$ cat src/logic/adc_seq_defines.svh
// constants of the conversion sequence controller: widths, counts and timing
// assumes a 40 MHz system clock that the end pulse count EOC_CYC is derived from
`ifndef ADC_SEQ_DEFINES_SVH
`define ADC_SEQ_DEFINES_SVH

// ****************************************************************
// widths and sizes
// ****************************************************************
`define NUM_CH      4
`define DATA_W      12
`define FIFO_DEPTH  8

// ****************************************************************
// timing
// ****************************************************************
`define CLK_NS      25
`define EOC_NS      75
`define EOC_CYC     ((`EOC_NS + `CLK_NS - 1) / `CLK_NS)
`define CONV_CLKS   14
`define INT_DIV     5

// ****************************************************************
// reset values
// ****************************************************************
`define CHAN_SEL_RST 4'h0

`endif

$ cat src/logic/adc_seq_pkg.sv
// types of the conversion sequence controller
// assumes adc_seq_defines.svh is on the include path
`include "adc_seq_defines.svh"

package adc_seq_pkg;

    // ****************************************************************
    // sequencer states and the whole state of the controller
    // ****************************************************************
    typedef enum logic [2:0] {
        IDLE,
        SCAN,
        CONV,
        PUSH,
        EOC
    } seq_state_t;

    typedef struct packed {
        seq_state_t                          st;
        logic                                startPrev;
        logic                                wrPrev;
        logic                                rdPrev;
        logic                                extPrev;
        logic [`NUM_CH-1:0]                  chanSelReg;
        logic [`NUM_CH-1:0]                  seqMask;
        logic [1:0]                          curCh;
        logic [3:0]                          bitCnt;
        logic [2:0]                          divCnt;
        logic [2:0]                          eocCnt;
        logic [2:0]                          rdPtr;
        logic [`NUM_CH-1:0][`DATA_W-1:0]     held;
        logic                                busy;
        logic                                eocN;
        logic                                first;
        logic                                hold;
        logic                                oeN;
        logic [`DATA_W-1:0]                  dout;
    } ctrl_state_t;

endpackage

$ cat src/logic/sample_fifo.sv
// result buffer between the sequencer and the host read port
// assumes one clock and a synchronous active-high reset; flush empties it
`timescale 1ns/10ps

module sample_fifo #(
    parameter int WIDTH = 12,
    parameter int DEPTH = 8
) (
    input  wire logic             clk,
    input  wire logic             rst,
    input  wire logic             flush,
    input  wire logic             inValid,
    output logic                  inReady,
    input  wire logic [WIDTH-1:0] inData,
    output logic                  outValid,
    input  wire logic             outReady,
    output logic [WIDTH-1:0]      outData
);

    localparam int AW = $clog2(DEPTH);

    typedef struct packed {
        logic [DEPTH-1:0][WIDTH-1:0] mem;
        logic [AW-1:0]               wrPtr;
        logic [AW-1:0]               rdPtr;
        logic [AW:0]                 count;
    } fifo_state_t;

    fifo_state_t f_q;
    fifo_state_t f_d;
    logic        doWr;
    logic        doRd;

    // ****************************************************************
    // handshakes and storage
    // ****************************************************************
    assign inReady  = (f_q.count != (AW+1)'(DEPTH));
    assign outValid = (f_q.count != '0);
    assign outData  = f_q.mem[f_q.rdPtr];   // read data straight from the storage register
    assign doWr     = inValid && inReady;
    assign doRd     = outValid && outReady;

    // pointers wrap by width, so depth must be a power of two
    always_comb begin
        f_d = f_q;
        if (doWr) begin
            f_d.mem[f_q.wrPtr] = inData;
            f_d.wrPtr          = f_q.wrPtr + 1'b1;
        end
        if (doRd) begin
            f_d.rdPtr = f_q.rdPtr + 1'b1;
        end
        f_d.count = f_q.count + (AW+1)'(doWr) - (AW+1)'(doRd);
        if (flush) begin
            f_d.wrPtr = '0;
            f_d.rdPtr = '0;
            f_d.count = '0;
        end
    end

    always_ff @(posedge clk) begin
        if (rst) begin
            f_q <= '0;
        end else begin
            f_q <= f_d;
        end
    end

endmodule // sample_fifo

$ cat src/logic/simultaneous_adc_sequence_ctrl.sv
// conversion control and parallel host port of a four-channel sampling converter
// assumes every pin input is synchronous to clk; held sample words come from the analog side
`timescale 1ns/10ps
`include "adc_seq_defines.svh"

module simultaneous_adc_sequence_ctrl
    import adc_seq_pkg::*;
(
    input  wire logic                              clk,
    input  wire logic                              rst,
    input  wire logic                              sampleStartN,
    input  wire logic                              csN,
    input  wire logic                              rdN,
    input  wire logic                              wrN,
    input  wire logic [`NUM_CH-1:0]                lowDataLinesIn,
    input  wire logic [`NUM_CH-1:0]                hwChannelPick,
    input  wire logic                              hwSwPick,
    input  wire logic                              clockSourcePick,
    input  wire logic                              extConvClock,
    input  wire logic                              powerSaveN,
    input  wire logic [`NUM_CH-1:0][`DATA_W-1:0]   analogSample,
    output logic                                   busy,
    output logic                                   eocN,
    output logic                                   firstResultFlag,
    output logic                                   holdAll,
    output logic [`DATA_W-1:0]                     dataOut,
    output logic                                   dataOeN
);

    ctrl_state_t        s_q;
    ctrl_state_t        s_d;
    logic               startRise;
    logic               wrRise;
    logic               rdRise;
    logic               convEn;
    logic               startOk;
    logic               fifoInValid;
    logic               fifoInReady;
    logic               fifoOutValid;
    logic               fifoOutReady;
    logic [`DATA_W-1:0] fifoOutData;

    // ****************************************************************
    // strobe edges and conversion clock enable
    // ****************************************************************
    assign startRise = sampleStartN && !s_q.startPrev;
    assign wrRise    = wrN && !s_q.wrPrev;
    assign rdRise    = rdN && !s_q.rdPrev;
    assign startOk   = startRise && (s_q.st == IDLE) && powerSaveN;
    // external clock edges are sampled, so it must run well below clk/2
    assign convEn    = powerSaveN && (clockSourcePick ? (extConvClock && !s_q.extPrev)
                                                      : (s_q.divCnt == 3'(`INT_DIV - 1)));

    // a read completes on the read strobe rising with select still low
    assign fifoOutReady = rdRise && !csN;
    assign fifoInValid  = (s_q.st == PUSH);

    // ****************************************************************
    // next state
    // ****************************************************************
    always_comb begin
        logic [1:0] nextCh;
        logic       found;
        nextCh = 2'h0;
        found  = 1'b0;
        s_d = s_q;
        s_d.startPrev = sampleStartN;
        s_d.wrPrev    = wrN;
        s_d.rdPrev    = rdN;
        s_d.extPrev   = extConvClock;
        s_d.eocN      = 1'b1;

        // internal oscillator divider; stopped in power save to save its toggling
        if (!powerSaveN || s_q.divCnt == 3'(`INT_DIV - 1)) begin
            s_d.divCnt = 3'h0;
        end else begin
            s_d.divCnt = s_q.divCnt + 3'h1;
        end

        // channel select register write; the host keeps rd high here
        if (wrRise && !csN && rdN) begin
            s_d.chanSelReg = lowDataLinesIn;
        end

        // lowest remaining channel first gives ascending order
        for (int i = `NUM_CH - 1; i >= 0; i--) begin
            if (s_q.seqMask[i]) begin
                nextCh = 2'(i);
                found  = 1'b1;
            end
        end

        unique case (s_q.st)
            IDLE: begin
                if (startOk) begin
                    s_d.seqMask = hwSwPick ? s_q.chanSelReg : hwChannelPick;
                    s_d.held    = analogSample;
                    s_d.hold    = 1'b1;
                    s_d.busy    = 1'b1;
                    s_d.rdPtr   = 3'h0;
                    s_d.st      = SCAN;
                end
            end
            SCAN: begin
                if (found) begin
                    s_d.curCh           = nextCh;
                    s_d.seqMask[nextCh] = 1'b0;
                    s_d.bitCnt          = 4'h0;
                    s_d.st              = CONV;
                end else begin
                    s_d.busy = 1'b0;
                    s_d.hold = 1'b0;
                    s_d.st   = IDLE;
                end
            end
            CONV: begin
                if (convEn) begin
                    if (s_q.bitCnt == 4'(`CONV_CLKS - 1)) begin
                        s_d.st = PUSH;
                    end else begin
                        s_d.bitCnt = s_q.bitCnt + 4'h1;
                    end
                end
            end
            PUSH: begin
                // a full buffer stalls the sequence until the host reads
                if (fifoInReady) begin
                    s_d.eocN   = 1'b0;
                    s_d.eocCnt = 3'h1;
                    s_d.st     = EOC;
                    if (s_q.seqMask == '0) begin
                        s_d.busy = 1'b0;
                        s_d.hold = 1'b0;
                    end
                end
            end
            EOC: begin
                if (s_q.eocCnt == 3'(`EOC_CYC)) begin
                    s_d.st = SCAN;
                end else begin
                    s_d.eocN   = 1'b0;
                    s_d.eocCnt = s_q.eocCnt + 3'h1;
                end
            end
        endcase

        // output data register pointer advances once per completed read
        if (fifoOutReady && fifoOutValid && !startOk) begin
            s_d.rdPtr = s_q.rdPtr + 3'h1;
        end
        s_d.first = (s_d.rdPtr == 3'h0);
        s_d.oeN   = !(!csN && !rdN);
        s_d.dout  = fifoOutValid ? fifoOutData : '0;
    end

    // ****************************************************************
    // state register
    // ****************************************************************
    always_ff @(posedge clk) begin
        if (rst) begin
            s_q            <= '0;
            s_q.st         <= IDLE;
            s_q.startPrev  <= 1'b1;
            s_q.wrPrev     <= 1'b1;
            s_q.rdPrev     <= 1'b1;
            s_q.chanSelReg <= `CHAN_SEL_RST;
            s_q.eocN       <= 1'b1;
            s_q.first      <= 1'b1;
            s_q.oeN        <= 1'b1;
        end else begin
            s_q <= s_d;
        end
    end

    assign busy            = s_q.busy;
    assign eocN            = s_q.eocN;
    assign firstResultFlag = s_q.first;
    assign holdAll         = s_q.hold;
    assign dataOut         = s_q.dout;
    assign dataOeN         = s_q.oeN;

    // ****************************************************************
    // result buffer; cleared at each accepted start
    // ****************************************************************
    sample_fifo #(
        .WIDTH (`DATA_W),
        .DEPTH (`FIFO_DEPTH)
    ) u_fifo (
        .clk      (clk),
        .rst      (rst),
        .flush    (startOk),
        .inValid  (fifoInValid),
        .inReady  (fifoInReady),
        .inData   (s_q.held[s_q.curCh]),
        .outValid (fifoOutValid),
        .outReady (fifoOutReady),
        .outData  (fifoOutData)
    );
endmodule // simultaneous_adc_sequence_ctrl

$ cat config.mk
export PLATFORM = sky130hd
export DESIGN_NAME = simultaneous_adc_sequence_ctrl
export DESIGN_NICKNAME = d
export VERILOG_FILES = /design/src/logic/adc_seq_pkg.sv /design/src/logic/sample_fifo.sv /design/src/logic/simultaneous_adc_sequence_ctrl.sv
export VERILOG_INCLUDE_DIRS = /design/src /design/src/logic
export SDC_FILE = /design/constraint.sdc
export NUM_CORES = 1
export LEC_CHECK = 0
export BUFFER_PORTS_ARGS = -buffer_cell sky130_fd_sc_hd__buf_4
export CORE_MARGIN = 2
export CORE_UTILIZATION = 40
export DETAILED_ROUTE_END_ITERATION = 6
export PLACE_DENSITY_LB_ADDON = 0.15
export SKIP_CTS_REPAIR_TIMING = 1
export SYNTH_ARGS = -nofsm -noshare
export SYNTH_HDL_FRONTEND = slang
export SYNTH_HIERARCHICAL = 1
export SYNTH_SLANG_ARGS = --single-unit
$ cat constraint.sdc
create_clock -name clk -period 2.8 [get_ports clk]
set_input_delay 0.56 -clock clk [delete_from_list [all_inputs] [get_ports clk]]
set_output_delay 0.56 -clock clk [all_outputs]
set_load 0.005 [all_outputs]
== After elaboration in Yosys (flattened, before gate mapping) ==
Index checks and enable logic that the tools add are counted.

* Register bits: 201
* Bits of input ports: 66
* Output and inout bits: 17
* Logic and storage cells: 159

* Add/sub/neg operators: 8
* Order comparisons: 6
* Eq/ne operators: 18
* Mux-type cells: 47
* Bitwise operators: 3
* Reduce and logical (&&, ||, !) cells: 44

{| class="wikitable"
|+ Operator list
! cell !! number
|-
| $bwmux 96 || 1
|-
| $mux 52 || 1
|-
| $mux 51 || 1
|-
| $bmux 12 s3 || 1
|-
| $demux 12 s3 || 1
|-
| $mux 12 || 3
|-
| $bmux 12 s2 || 1
|-
| $mux 3 || 8
|-
| $ne 2x2->1 const B || 10
|-
| $logic_and 1x1->1 || 16
|-
| $mux 4 || 4
|-
| $pmux 4 s2 || 2
|-
| $add 3x1->3 const B || 5
|-
| $pmux 3 s5 || 1
|-
| $mux 2 || 6
|-
| $mux 1 || 11
|-
| $mux 10 || 1
|-
| $reduce_and 5->1 || 2
|-
| $eq 3x2->1 const B || 3
|-
| $logic_not 1->1 || 9
|-
| $lt 3x4->1 const B || 2
|-
| $eq 3x3->1 const B || 2
|-
| $logic_not 3->1 || 2
|-
| $lt 2x3->1 const B || 2
|-
| other kinds (24) || 31
|}

== Depth between registers and ports, before layout ==
Gate-level depths: netlist (run 1).

* Word-level depth: 12
* Depth in mapped cells: 13
* Gate-level depth less buffers: 12

== Cells and area by module ==
Netlist (run 1), hierarchy kept.

{| class="wikitable"
|+ Modules (own cells, without submodules)
! module !! instances !! cells each !! area an instance (um2) !! seq. area each (um2)
|-
| sample_fifo || 1 || 452 || 5218.8 || 2122.0
|-
| simultaneous_adc_sequence_ctrl || 1 || 433 || 3937.5 || 1901.8
|}

== Worst setup path after synthesis (run 1) ==
Ideal clock, no wire load.

* Kind: register -> register
* Start: reg u_fifo/f_q[2] (netlist bit)
* End: reg u_fifo/f_q[2] (netlist bit)
* Library setup time: 78 ps
* Arrival: 2330 ps
* Required time: 2722 ps
* Slack: 393 ps
* Stages on the path, launching flop included: 13
* Buffers on the path: 1
* Clock period less this slack: 2407 ps
* Cells stage by stage: dfxtp_1 inv_1 ha_1 or3b_2 clkbuf_1 and2_1 ha_1 inv_1 ha_1 inv_1 fa_1 xor2_1 nor3_1

* Elaborated cells between the ends (all ways): 6
* Classes of those cells: 2 x add/sub; 1 x eq/ne; 3 x reduce/logical

{| class="wikitable"
|+ RTL lines
! what !! line !! source
|-
| from (decl) || sample_fifo.sv:29 || <nowiki>fifo_state_t f_q;</nowiki>
|-
| from (signal assigned) || sample_fifo.sv:63 || <nowiki>f_q <= '0;</nowiki>
|-
| from (signal assigned) || sample_fifo.sv:65 || <nowiki>f_q <= f_d;</nowiki>
|-
| $reduce_bool 4->1 || sample_fifo.sv:38 || <nowiki>assign outValid = (f_q.count != '0);</nowiki>
|-
| net fifoOutValid || simultaneous_adc_sequence_ctrl.sv:39 || <nowiki>logic fifoOutValid;</nowiki>
|-
| $logic_and 1x1->1 || sample_fifo.sv:41 || <nowiki>assign doRd = outValid && outReady;</nowiki>
|-
| net u_fifo.doRd || sample_fifo.sv:32 || <nowiki>logic doRd;</nowiki>
|-
| $sub 4x1->4 || sample_fifo.sv:53 || <nowiki>f_d.count = f_q.count + (AW+1)'(doWr) - (AW+1)'(doRd);</nowiki>
|}

The timed path passes the listed nets, and every way through them passes these cells.
A chain may end at the register's enable or synchronous reset.

== Final worst setup path (run 1) ==
Ends and elaborated chain as after synthesis.

==> results.tsv, run 1 <==
stage	metric	value	unit
cells_and_area	ANT cells	0	
pwr	net switching share of the total power	21.4	%
clock_network	maximum root-to-sink buffer count	3	
grt	gr usage total	16.3	%
floorplan	FP Rows	55	
pwr	cell internal pwr	0.00469	W
grt	first-pass GRT wire length	32100	um
hold_path	Hold/Removal Path Class	primary input to flop	
synth	Mapped Cells	885	
sta	final period demand of the worst path	2.49	ns
cells_and_area	Finished Layout Cells	1229	
clock_network	CTS tree	done	
grt	vias in the first global route	6046	
placement	placed cells	1189	
clock_network	H-tree depth	1	
synth	number of synthesized flops with an enable pin	0	
worst_setup_path	crit path buf inv count	3	
clock_network	clk_lat worst skew	0.51	ns
worst_setup_path	endpoint class of the critical path	flop	
synth	area leader, netlist	dfxtp_1	
synth	synthesized area per cell	10.3	um2
sta	fin crit share	89.0	%
synth	Mapped Nets	967	
floorplan	core area	22600	um2
placement	hpwl dp	12400	um
pwr	Leakage	4.52	nW
synth	ys async rst share	0	%
worst_setup_path	Crit Path Max Fanout	6	
sta	Slew @ Worst Pin	0.873	ns
run	maxcap violations	0	
cells_and_area	layout cell share with drive strength beyond 1	19.9	%
detailed_routing	DR DRC count	0	
clock_network	Clock Sinks	201	
grt	total gr overflow	0	
placement	number of buffers added on ports	82	
detailed_routing	vias per inst	5.03	
worst_setup_path	critical path class	flop to flop	
sta	Final Max Slew Viols	0	
detailed_routing	Post-Route WL	19600	um
sta	RSZ-0062 raised after global routing	false	
sta	Hold Fails Final Rpt	0	
pwr	Clk pwr share	47.4	%
worst_setup_path	crit start category	flop	
synth	Synth top area share	43.9	%
pwr	sw power	0.00128	W
floorplan	die width	155	um
sta	Clock Skews	0.00990	ns
cells_and_area	Area Growth Syn to Fin	15.3	%
detailed_routing	Detailed Route Iter0 Violations	245	
floorplan	Initial Util	40.6	%
detailed_routing	post-route ant nets	0	
cells_and_area	post-layout util	46.8	%
sta	Final Setup Violations	0	
synth	FF+latch count, synth	201	
cells_and_area	area of the multi-input gates	4600	um2
sta	Max Clk Rate	401	MHz
clock_network	clock-pin slew on the worst setup and hold paths	0.05	ns
detailed_routing	vias	6184	
sta	Slew HR	41.7	%
synth	cell area after synthesis	9160	um2
cells_and_area	register area	4020	um2
pwr	register share of total power	48.6	%
worst_setup_path	CP delay by family, top	adder cells	
detailed_routing	DR WL/cell	16.0	um
grt	initial antenna violation count	0	
floorplan	full die area	24100	um2
synth	synth warn	6	
placement	gp weighted congestion	0.742	
cells_and_area	FILL cells	2180	
cells_and_area	most frequent cells in the layout	dfxtp_1, nand2_1, nand2b_1	
cells_and_area	Final #Nets	1012	
synth	Cell variety after synth	60	
floorplan	Vert. Die Dim	155	um
pwr	pwr dens	565	nW/um2
sta	setup TNS	0	ns
worst_setup_path	Worst Path Arrival	2.92	ns
grt	largest net degree at the start of global routing	61	
clock_network	clock buffer count from CTS	24	
worst_setup_path	Critical-path top delay cell	or3b_2	
pwr	worst ir drop on vdd	0.442	mV
worst_setup_path	CP peak stage delay	0.51	ns
worst_setup_path	Required @ worst endpoint	3.23	ns
synth	Top FF cell, synth	dfxtp_1	
pwr	Comb pwr share	4.0	%
worst_setup_path	critical-path cell list	inv_1 > ha_1 > or3b_2 > and2_1 > ha_1 > inv_1 > ha_1 > inv_1 > fa_1 > xor2_1 > nor3_1	
cells_and_area	commonest non-fill, non-tap cell in the layout	dfxtp_1	
run_status	status	completed	
clock_network	Root Driver	clkbuf_16	
floorplan	io pins	83	
detailed_routing	DRT Pass-1 Iters	4	
synth	Synth area leaders	dfxtp_1, mux2i_1, nand2b_1, mux4_1, mux4_2	
synth	sequential share of the synthesized area	43.9	%
[through the flow]
step | cell area [um2] | power [W] | hold WS, ns | worst slack (ns)
finish | 10600 | 0.00597 | 0.251 | 0.308
global route | 10600 | 0.00621 | 0.241 | 0.114
CTS | 10600 | 0.00606 | 0.235 | 0.278
detailed placement | 9840 | 0.00320 | 0.444 | 0.277
global placement | 9840 | 0.00320 | 0.441 | 0.339
floorplan | 9160 | 0.00309 | 0.433 | 0.393
[layer usage]
metal / up-vias / global-route usage (%) / wire, um
li1: 3120 / - / -
met1: 2930 / 24.4 / 10200
met2: 111 / 24.5 / 8390
met3: 23 / 2.81 / 759
met4: 0 / 3.84 / 277
met5: - / 0 / 0
[Yosys cell counts (all sizes together) (5+ instances only)]
cell type,instances
nand3,10
ha,15
mux2i,106
nand4b,7
o21ai,7
dfxtp,201
a21oi,58
mux2,15
and2,17
buf,48
inv,17
or3,5
nor2b,7
nand2,112
nand2b,110
clkbuf,36
nor3,9
nor2,15
mux4,36
[cell type report]
type | instances | area share (%)
clock inverters | 5 | 0.273
flip-flops and latches | 201 | 38.1
inverters | 17 | 0.604
well taps | 285 | 3.38
clock buffers | 35 | 6.47
repair buffers | 103 | 7.56
multi-input cells | 583 | 43.6
[power by group through the flow]
stage	clock network, W	logic, W	registers (W)
finish	0.00283	0.000241	0.00290
global route	0.00305	0.000266	0.00290
CTS	0.00292	0.000243	0.00290
detailed placement	0	0.000243	0.00296
global placement	0	0.000243	0.00296
floorplan	0	0.000133	0.00296
[final timing paths]
path	startpoint	endpoint	slack, ns	cells past startpoint
max	u_fifo/f_q[2]$_SDFF_PP0_	u_fifo/f_q[2]$_SDFF_PP0_	0.31	11
min	wrN	s_q[90]$_SDFF_PP1_	0.25	2
max reg2reg	u_fifo/f_q[2]$_SDFF_PP0_	u_fifo/f_q[2]$_SDFF_PP0_	0.31	11
min reg2reg	s_q[50]$_SDFFE_PP0P_	s_q[50]$_SDFFE_PP0P_	0.45	2
[cell families after synthesis]
| kind of cell | count (synthesis) | synth area share (%) |
|---|---|---|
| simple gates | 321 | 19.4 |
| flops | 201 | 43.9 |
| mux | 157 | 23.0 |
| buf+inv | 101 | 5.79 |
| compound gates | 86 | 5.32 |
| fa+ha+maj | 16 | 2.27 |
| xor+xnor | 3 | 0.287 |
[sequential cells by signal, summed over array words and instances (netlist names)]
name	flops
busy	1
eocN	1
dataOut	12
u_fifo/f_q	106
firstResultFlag	1
dataOeN	1
holdAll	1
s_q	78
No activity file was read; power rests on OpenSTA's default activity.
==> run 2: changes to the inputs <==
PLACE_DENSITY_LB_ADDON = unset   (was 0.15)
==> results.tsv, run 2 (synthesis gave the netlist of run 1 again) <==
stage	metric	value	unit	change
worst_setup_path	CP peak stage delay	0.52	ns	was 0.51 ns
worst_setup_path	CP delay by family, top	adder cells		unchanged
clock_network	CTS tree	done		unchanged
sta	final worst slack	0.255	ns	was 0.308 ns
pwr	worst ir drop on vdd	0.397	mV	was 0.442 mV
detailed_routing	Post-Route WL	19300	um	was 19600 um
worst_setup_path	Critical-path top delay cell	or3b_2		unchanged
floorplan	Initial Util	40.6	%	unchanged
cells_and_area	cell area after layout	10500	um2	was 10600 um2
run	maxcap violations	0		unchanged
cells_and_area	Finished Layout Cells	1226		was 1229
placement	hpwl dp	12300	um	was 12400 um
placement	placed cells	1187		was 1189
clock_network	clock-pin slew on the worst setup and hold paths	0.06	ns	was 0.05 ns
worst_setup_path	Crit Path Max Fanout	6		unchanged
pwr	pwr dens	557	nW/um2	was 565 nW/um2
pwr	Clk pwr share	46.4	%	was 47.4%
detailed_routing	DR DRC count	0		unchanged
clock_network	maximum root-to-sink buffer count	3		unchanged
sta	RSZ-0062 raised after global routing	false		unchanged
cells_and_area	commonest non-fill, non-tap cell in the layout	dfxtp_1		unchanged
cells_and_area	FILL cells	2130		was 2180
sta	Min Hold Slack	0.265	ns	was 0.251 ns
clock_network	clk_lat worst skew	0.51	ns	about the same
grt	initial antenna violation count	0		unchanged
floorplan	io pins	83		unchanged
hold_path	Hold/Removal Path Class	primary input to flop		unchanged
pwr	Leakage	4.50	nW	was 4.52 nW
grt	first-pass GRT wire length	32000	um	was 32100 um
detailed_routing	post-route ant nets	0		unchanged
sta	Slew HR	44.0	%	was 41.7%
detailed_routing	DRT Pass-1 Iters	4		unchanged
sta	Hold Fails Final Rpt	0		unchanged
cells_and_area	ANT cells	0		unchanged
cells_and_area	Final #Nets	1008		was 1012
sta	Final Setup Violations	0		unchanged
pwr	Comb pwr share	4.1	%	was 4.0%
pwr	net switching share of the total power	22.0	%	was 21.4%
pwr	cell internal pwr	0.00457	W	was 0.00469 W
detailed_routing	Detailed Route Iter0 Violations	216		was 245
detailed_routing	vias per inst	5.02		was 5.03
placement	Place WS	0.291	ns	was 0.277 ns
detailed_routing	vias	6150		was 6184
worst_setup_path	Worst Path Arrival	2.96	ns	was 2.92 ns
sta	fin crit share	90.9	%	was 89.0%
worst_setup_path	crit path buf inv count	3		unchanged
sta	Slew @ Worst Pin	0.838	ns	was 0.873 ns
worst_setup_path	endpoint class of the critical path	flop		unchanged
cells_and_area	layout cell share with drive strength beyond 1	20.0	%	was 19.9%
floorplan	full die area	24100	um2	unchanged
cells_and_area	most frequent cells in the layout	dfxtp_1, nand2_1, nand2b_1		unchanged
cells_and_area	number of flip-flops in the largest register	106		unchanged
run_status	status	completed		unchanged
pwr	register share of total power	49.4	%	was 48.6%
floorplan	core area	22600	um2	unchanged
floorplan	FP Rows	55		unchanged
placement	placed cell area	9840	um2	about the same
grt	largest net degree at the start of global routing	61		unchanged
detailed_routing	DR WL/cell	15.8	um	was 16.0 um
floorplan	die width	155	um	unchanged
grt	gr usage total	16.2	%	was 16.3%
placement	gp weighted congestion	0.783		was 0.742
sta	Max Clk Rate	393	MHz	was 401 MHz
clock_network	H-tree depth	1		unchanged
sta	Final Max Slew Viols	0		unchanged
pwr	sw power	0.00129	W	was 0.00128 W
clock_network	Root Driver	clkbuf_16		unchanged
cells_and_area	Most flops, register	u_fifo/f_q		unchanged
sta	final period demand of the worst path	2.54	ns	was 2.49 ns
grt	vias in the first global route	6132		was 6046
clock_network	Clock Sinks	201		unchanged
worst_setup_path	crit start category	flop		unchanged
placement	number of buffers added on ports	82		unchanged
cells_and_area	Area Growth Syn to Fin	14.9	%	was 15.3%
worst_setup_path	critical path class	flop to flop		unchanged
grt	total gr overflow	0		unchanged
worst_setup_path	Required @ worst endpoint	3.22	ns	was 3.23 ns
worst_setup_path	critical-path cell list	inv_1 > ha_1 > or3b_2 > and2_1 > ha_1 > inv_1 > ha_1 > inv_1 > fa_1 > nor3_1		was inv_1 > ha_1 > or3b_2 > and2_1 > ha_1 > inv_1 > ha_1 > inv_1 > fa_1 > xor2_1 > nor3_1
sta	Clock Skews	0.0214	ns	was 0.00990 ns
clock_network	clock buffer count from CTS	22		was 24
sta	setup TNS	0	ns	unchanged
floorplan	Vert. Die Dim	155	um	unchanged
[run 2: layer usage]
layer	part of all wire (%)	global-route usage (%)	vias up
li1	-	-	3120
met1	51	23.6	2901
met2	43	25.1	105
met3	4.5	3.18	24
met4	1.5	3.58	0
met5	0	0	-
[run 2: worst paths after layout]
kind	startpoint	endpoint	slack, ns	cells after the start
worst max-delay path	u_fifo/f_q[2]$_SDFF_PP0_	u_fifo/f_q[1]$_SDFF_PP0_	0.26	10
worst min-delay path	sampleStartN	s_q[91]$_SDFF_PP1_	0.26	2
worst max register to register	u_fifo/f_q[2]$_SDFF_PP0_	u_fifo/f_q[1]$_SDFF_PP0_	0.26	10
worst min register to register	s_q[46]$_SDFFE_PP0P_	s_q[46]$_SDFFE_PP0P_	0.45	2
[run 2: metrics by stage]
| step | total power, W | util [%] |
|---|---|---|
| 2_1_floorplan | 0.00309 | - |
| 3_3_place_gp | 0.00320 | 43.6 |
| 3_5_place_dp | 0.00320 | 43.6 |
| 4_1_cts | 0.00594 | 46.6 |
| 5_1_grt | 0.00608 | 46.6 |
| 6_report | 0.00586 | 46.6 |
[run 2: cell type report]
| class | count | area (um2) | share of cell area, % |
|---|---|---|---|
| Tap cell | 285 | 357 | 3.39 |
| Timing Repair Buffer | 101 | 796 | 7.56 |
| Clock buffer | 31 | 624 | 5.93 |
| Inverter | 17 | 63.8 | 0.606 |
| Clock inverter | 8 | 56.3 | 0.535 |
| Multi-Input combinational cell | 583 | 4600 | 43.7 |
| Sequential cell | 201 | 4020 | 38.2 |
[run 2: power groups by stage]
stage | logic [W] | registers, W | clock network (W)
after CTS | 0.000244 | 0.00290 | 0.00280
after floorplan | 0.000133 | 0.00296 | 0
after global placement | 0.000244 | 0.00296 | 0
after detailed placement | 0.000243 | 0.00296 | 0
final | 0.000243 | 0.00290 | 0.00272
after global routing | 0.000267 | 0.00290 | 0.00291
==> run 3: changes to the inputs <==
ABC_AREA = 1   (was unset)
clock period = 2.26 ns   (was 2.8 ns; I/O delays follow)
==> results.tsv, run 3 <==
stage	metric	value	unit	change
run_status	status	completed		unchanged
detailed_routing	vias	8899		was 6150
pwr	pwr dens	799	nW/um2	was 557 nW/um2
placement	gp weighted congestion	0.779		was 0.783
cells_and_area	Area Growth Syn to Fin	16.0	%	was 14.9%
cells_and_area	layout cell share with drive strength beyond 1	12.5	%	was 20.0%
hold_path	Hold/Removal Path Class	primary input to flop		unchanged
grt	met2 usage	31.6	%	was 25.1%
detailed_routing	post-route ant nets	0		unchanged
floorplan	core area	23500	um2	was 22600 um2
sta	final worst slack	0.270	ns	was 0.255 ns
pwr	worst ir drop on vdd	0.454	mV	was 0.397 mV
worst_setup_path	endpoint class of the critical path	flop		unchanged
pwr	sw power	0.00256	W	was 0.00129 W
cells_and_area	ANT cells	0		unchanged
worst_setup_path	Worst Path Arrival	2.40	ns	was 2.96 ns
sta	final period demand of the worst path	1.99	ns	was 2.54 ns
detailed_routing	DR WL/cell	13.7	um	was 15.8 um
placement	Place WS	0.0206	ns	was 0.291 ns
synth	Compound-Gate Fraction of Synth Area	9.70	%	was 5.32%
clock_network	H-tree depth	1		unchanged
worst_setup_path	worst r2r src	u_fifo/f_q[2]$_SDFF_PP0_		unchanged
run	maxcap violations	0		unchanged
detailed_routing	DR DRC count	0		unchanged
cells_and_area	most frequent cells in the layout	nor2_1, nand2_1, dfxtp_1		was dfxtp_1, nand2_1, nand2b_1
sta	Final Max Slew Viols	0		unchanged
clock_network	Clock Sinks	201		unchanged
synth	sequential share of the synthesized area	42.0	%	was 43.9%
sta	setup TNS	0	ns	unchanged
synth	area leader, netlist	dfxtp_1		unchanged
worst_setup_path	worst setup path start	u_fifo/f_q[2]$_SDFF_PP0_		unchanged
grt	first-pass GRT wire length	41400	um	was 32000 um
synth	Synth top area share	42.0	%	was 43.9%
worst_setup_path	crit start category	flop		unchanged
sta	RSZ-0062 raised after global routing	false		unchanged
pwr	cell internal pwr	0.00631	W	was 0.00457 W
floorplan	io pins	83		unchanged
sta	Slew HR	21.7	%	was 44.0%
floorplan	Vert. Die Dim	159	um	was 155 um
synth	Mapped Nets	1517		was 967
grt	grt peak-use layer	met2		unchanged
placement	hpwl dp	16200	um	was 12300 um
sta	Final Setup Violations	0		unchanged
sta	Clock Skews	0.0186	ns	was 0.0214 ns
floorplan	full die area	25200	um2	was 24100 um2
detailed_routing	Post-Route WL	24900	um	was 19300 um
cells_and_area	commonest non-fill, non-tap cell in the layout	nor2_1		was dfxtp_1
worst_setup_path	Crit Path Max Fanout	51		was 6
synth	number of synthesized flops with an enable pin	0		unchanged
synth	synthesized area per cell	6.67	um2	was 10.3 um2
clock_network	clock buffer count from CTS	23		was 22
synth	Synth area leaders	dfxtp_1, nor2_1, nand2_1, o21ai_0, nand4_1		was dfxtp_1, mux2i_1, nand2b_1, mux4_1, mux4_2
sta	Max Clk Rate	502	MHz	was 393 MHz
worst_setup_path	Required @ worst endpoint	2.67	ns	was 3.22 ns
floorplan	die width	159	um	was 155 um
synth	Post-Synth Adder-Cell Area	2.17	%	was 2.27%
clock_network	clk_lat worst skew	0.51	ns	about the same
placement	number of buffers added on ports	82		unchanged
floorplan	Initial Util	40.8	%	was 40.6%
synth	most frequent cell after synthesis	nor2_1		was dfxtp_1
synth	top cell types by occurrence after synthesis	nor2_1, nand2_1, dfxtp_1		was dfxtp_1, nand2_1, nand2b_1
cells_and_area	number of flip-flops in the largest register	106		unchanged
pwr	Comb pwr share	17.0	%	was 4.1%
placement	placed cell area	10400	um2	was 9840 um2
clock_network	clock-pin slew on the worst setup and hold paths	0.06	ns	about the same
cells_and_area	Most flops, register	u_fifo/f_q		unchanged
cells_and_area	cell area after layout	11100	um2	was 10500 um2
grt	vias in the first global route	8219		was 6132
floorplan	FP Rows	56		was 55
hold_path	Worst Hold Launch	sampleStartN		unchanged
synth	ys async rst share	0	%	unchanged
pwr	Leakage	5.07	nW	was 4.50 nW
pwr	Clk pwr share	40.2	%	was 46.4%
pwr	register share of total power	42.9	%	was 49.4%
synth	xor/xnor cell area share of the yosys netlist	0.274	%	was 0.287%
pwr	net switching share of the total power	28.9	%	was 22.0%
grt	GRT met1 Usage	27.2	%	was 23.6%
sta	Hold Fails Final Rpt	0		unchanged
grt	gr usage total	19.5	%	was 16.2%
synth	FF+latch count, synth	201		unchanged
detailed_routing	DRT Pass-1 Iters	5		was 4
grt	largest net degree at the start of global routing	97		was 61
grt	initial antenna violation count	0		unchanged
synth	Mapped Cells	1435		was 885
sta	Min Hold Slack	0.153	ns	was 0.265 ns
synth	Post-Synth Simple-Gate Area	36.3	%	was 19.4%
synth	largest family of logic cells by synthesized area	simple AND/OR/NAND/NOR gates		was multiplexers
synth	mux share of post-synthesis cell area	0	%	was 23.0%
worst_setup_path	critical path class	flop to flop		unchanged
synth	Top FF cell, synth	dfxtp_1		unchanged
grt	met3 Resource Use GR	2.95	%	was 3.18%
sta	fin crit share	88.1	%	was 90.9%
clock_network	CTS tree	done		unchanged
detailed_routing	vias per inst	4.91		was 5.02
clock_network	Root Driver	clkbuf_16		unchanged
cells_and_area	Final #Nets	1565		was 1008
synth	Cell variety after synth	35		was 60
clock_network	maximum root-to-sink buffer count	3		unchanged
sta	Slew @ Worst Pin	1.17	ns	was 0.838 ns
grt	total gr overflow	0		unchanged
synth	synth warn	6		unchanged
detailed_routing	Detailed Route Iter0 Violations	598		was 216
synth	cell area after synthesis	9570	um2	was 9160 um2
[run 3: changes by cell type after synthesis, sizes merged, moves of 36 or more]
cell / previous run / this run
a21oi: 58 / 20
inv: 17 / 103
mux2i: 106 / 0
mux4: 36 / 0
nand2: 112 / 273
nand2b: 110 / 0
nand4: 4 / 74
nor2: 15 / 459
o21ai: 7 / 123
[run 3: worst max-delay path, cell delays in order (launching register included)]
cell	delay, ns
dfxtp_1	0.30
inv_1	0.06
ha_1	0.23
nand3_4	0.09
buf_4	0.31
buf_4	0.53
nand4_1	0.19
nand2_1	0.10
nor2_1	0.04
[run 3: final timing paths]
| path | end | slack (ns) | cells after the start |
|---|---|---|---|
| setup / recovery | u_fifo/f_q[67]$_SDFFE_PP0P_ | 0.27 | 8 |
| hold / removal | s_q[91]$_SDFF_PP1_ | 0.15 | 2 |
| setup reg to reg | u_fifo/f_q[67]$_SDFFE_PP0P_ | 0.27 | 8 |
| hold reg to reg | s_q[71]$_SDFF_PP0_ | 0.45 | 1 |
[run 3: layout make-up]
class	instances	area, um2
Tap cell	319	399
Sequential cell	201	4030
Clock buffer	29	608
Fill cell	2450	12400
Inverter	105	394
Multi-Input combinational cell	1032	4650
Clock inverter	8	96.3
Timing Repair Buffer	120	938
[run 3: logic make-up after synthesis]
logic type | after synthesis
and+or+nand+nor | 840
buffers and inverters | 202
DFF | 201
AOI/OAI and AO/OA | 173
adders and majority gates | 16
xor gates and xnor gates | 3
[run 3: metrics by stage]
stage	util, %	power, W	std cells
floorplan	-	0.00492	1435
global placement	44.3	0.00538	1777
detailed placement	44.3	0.00538	1777
CTS	47.3	0.00896	1814
global route	47.3	0.00934	1814
finish	47.3	0.00887	1814
[run 3: power by group through the flow]
stage	Combinational, W	Clock (W)	Sequential [W]
floorplan	0.00107	0	0.00385
global placement	0.00150	0	0.00388
detailed placement	0.00150	0	0.00388
CTS	0.00151	0.00365	0.00380
global route	0.00171	0.00381	0.00382
finish	0.00150	0.00356	0.00380
[run 3: metal layers]
layer  up-vias  wire length [um]
li1       4637                 -
met1      4019             11900
met2       210             11200
met3        33              1400
met4         0               420
met5         -                 0
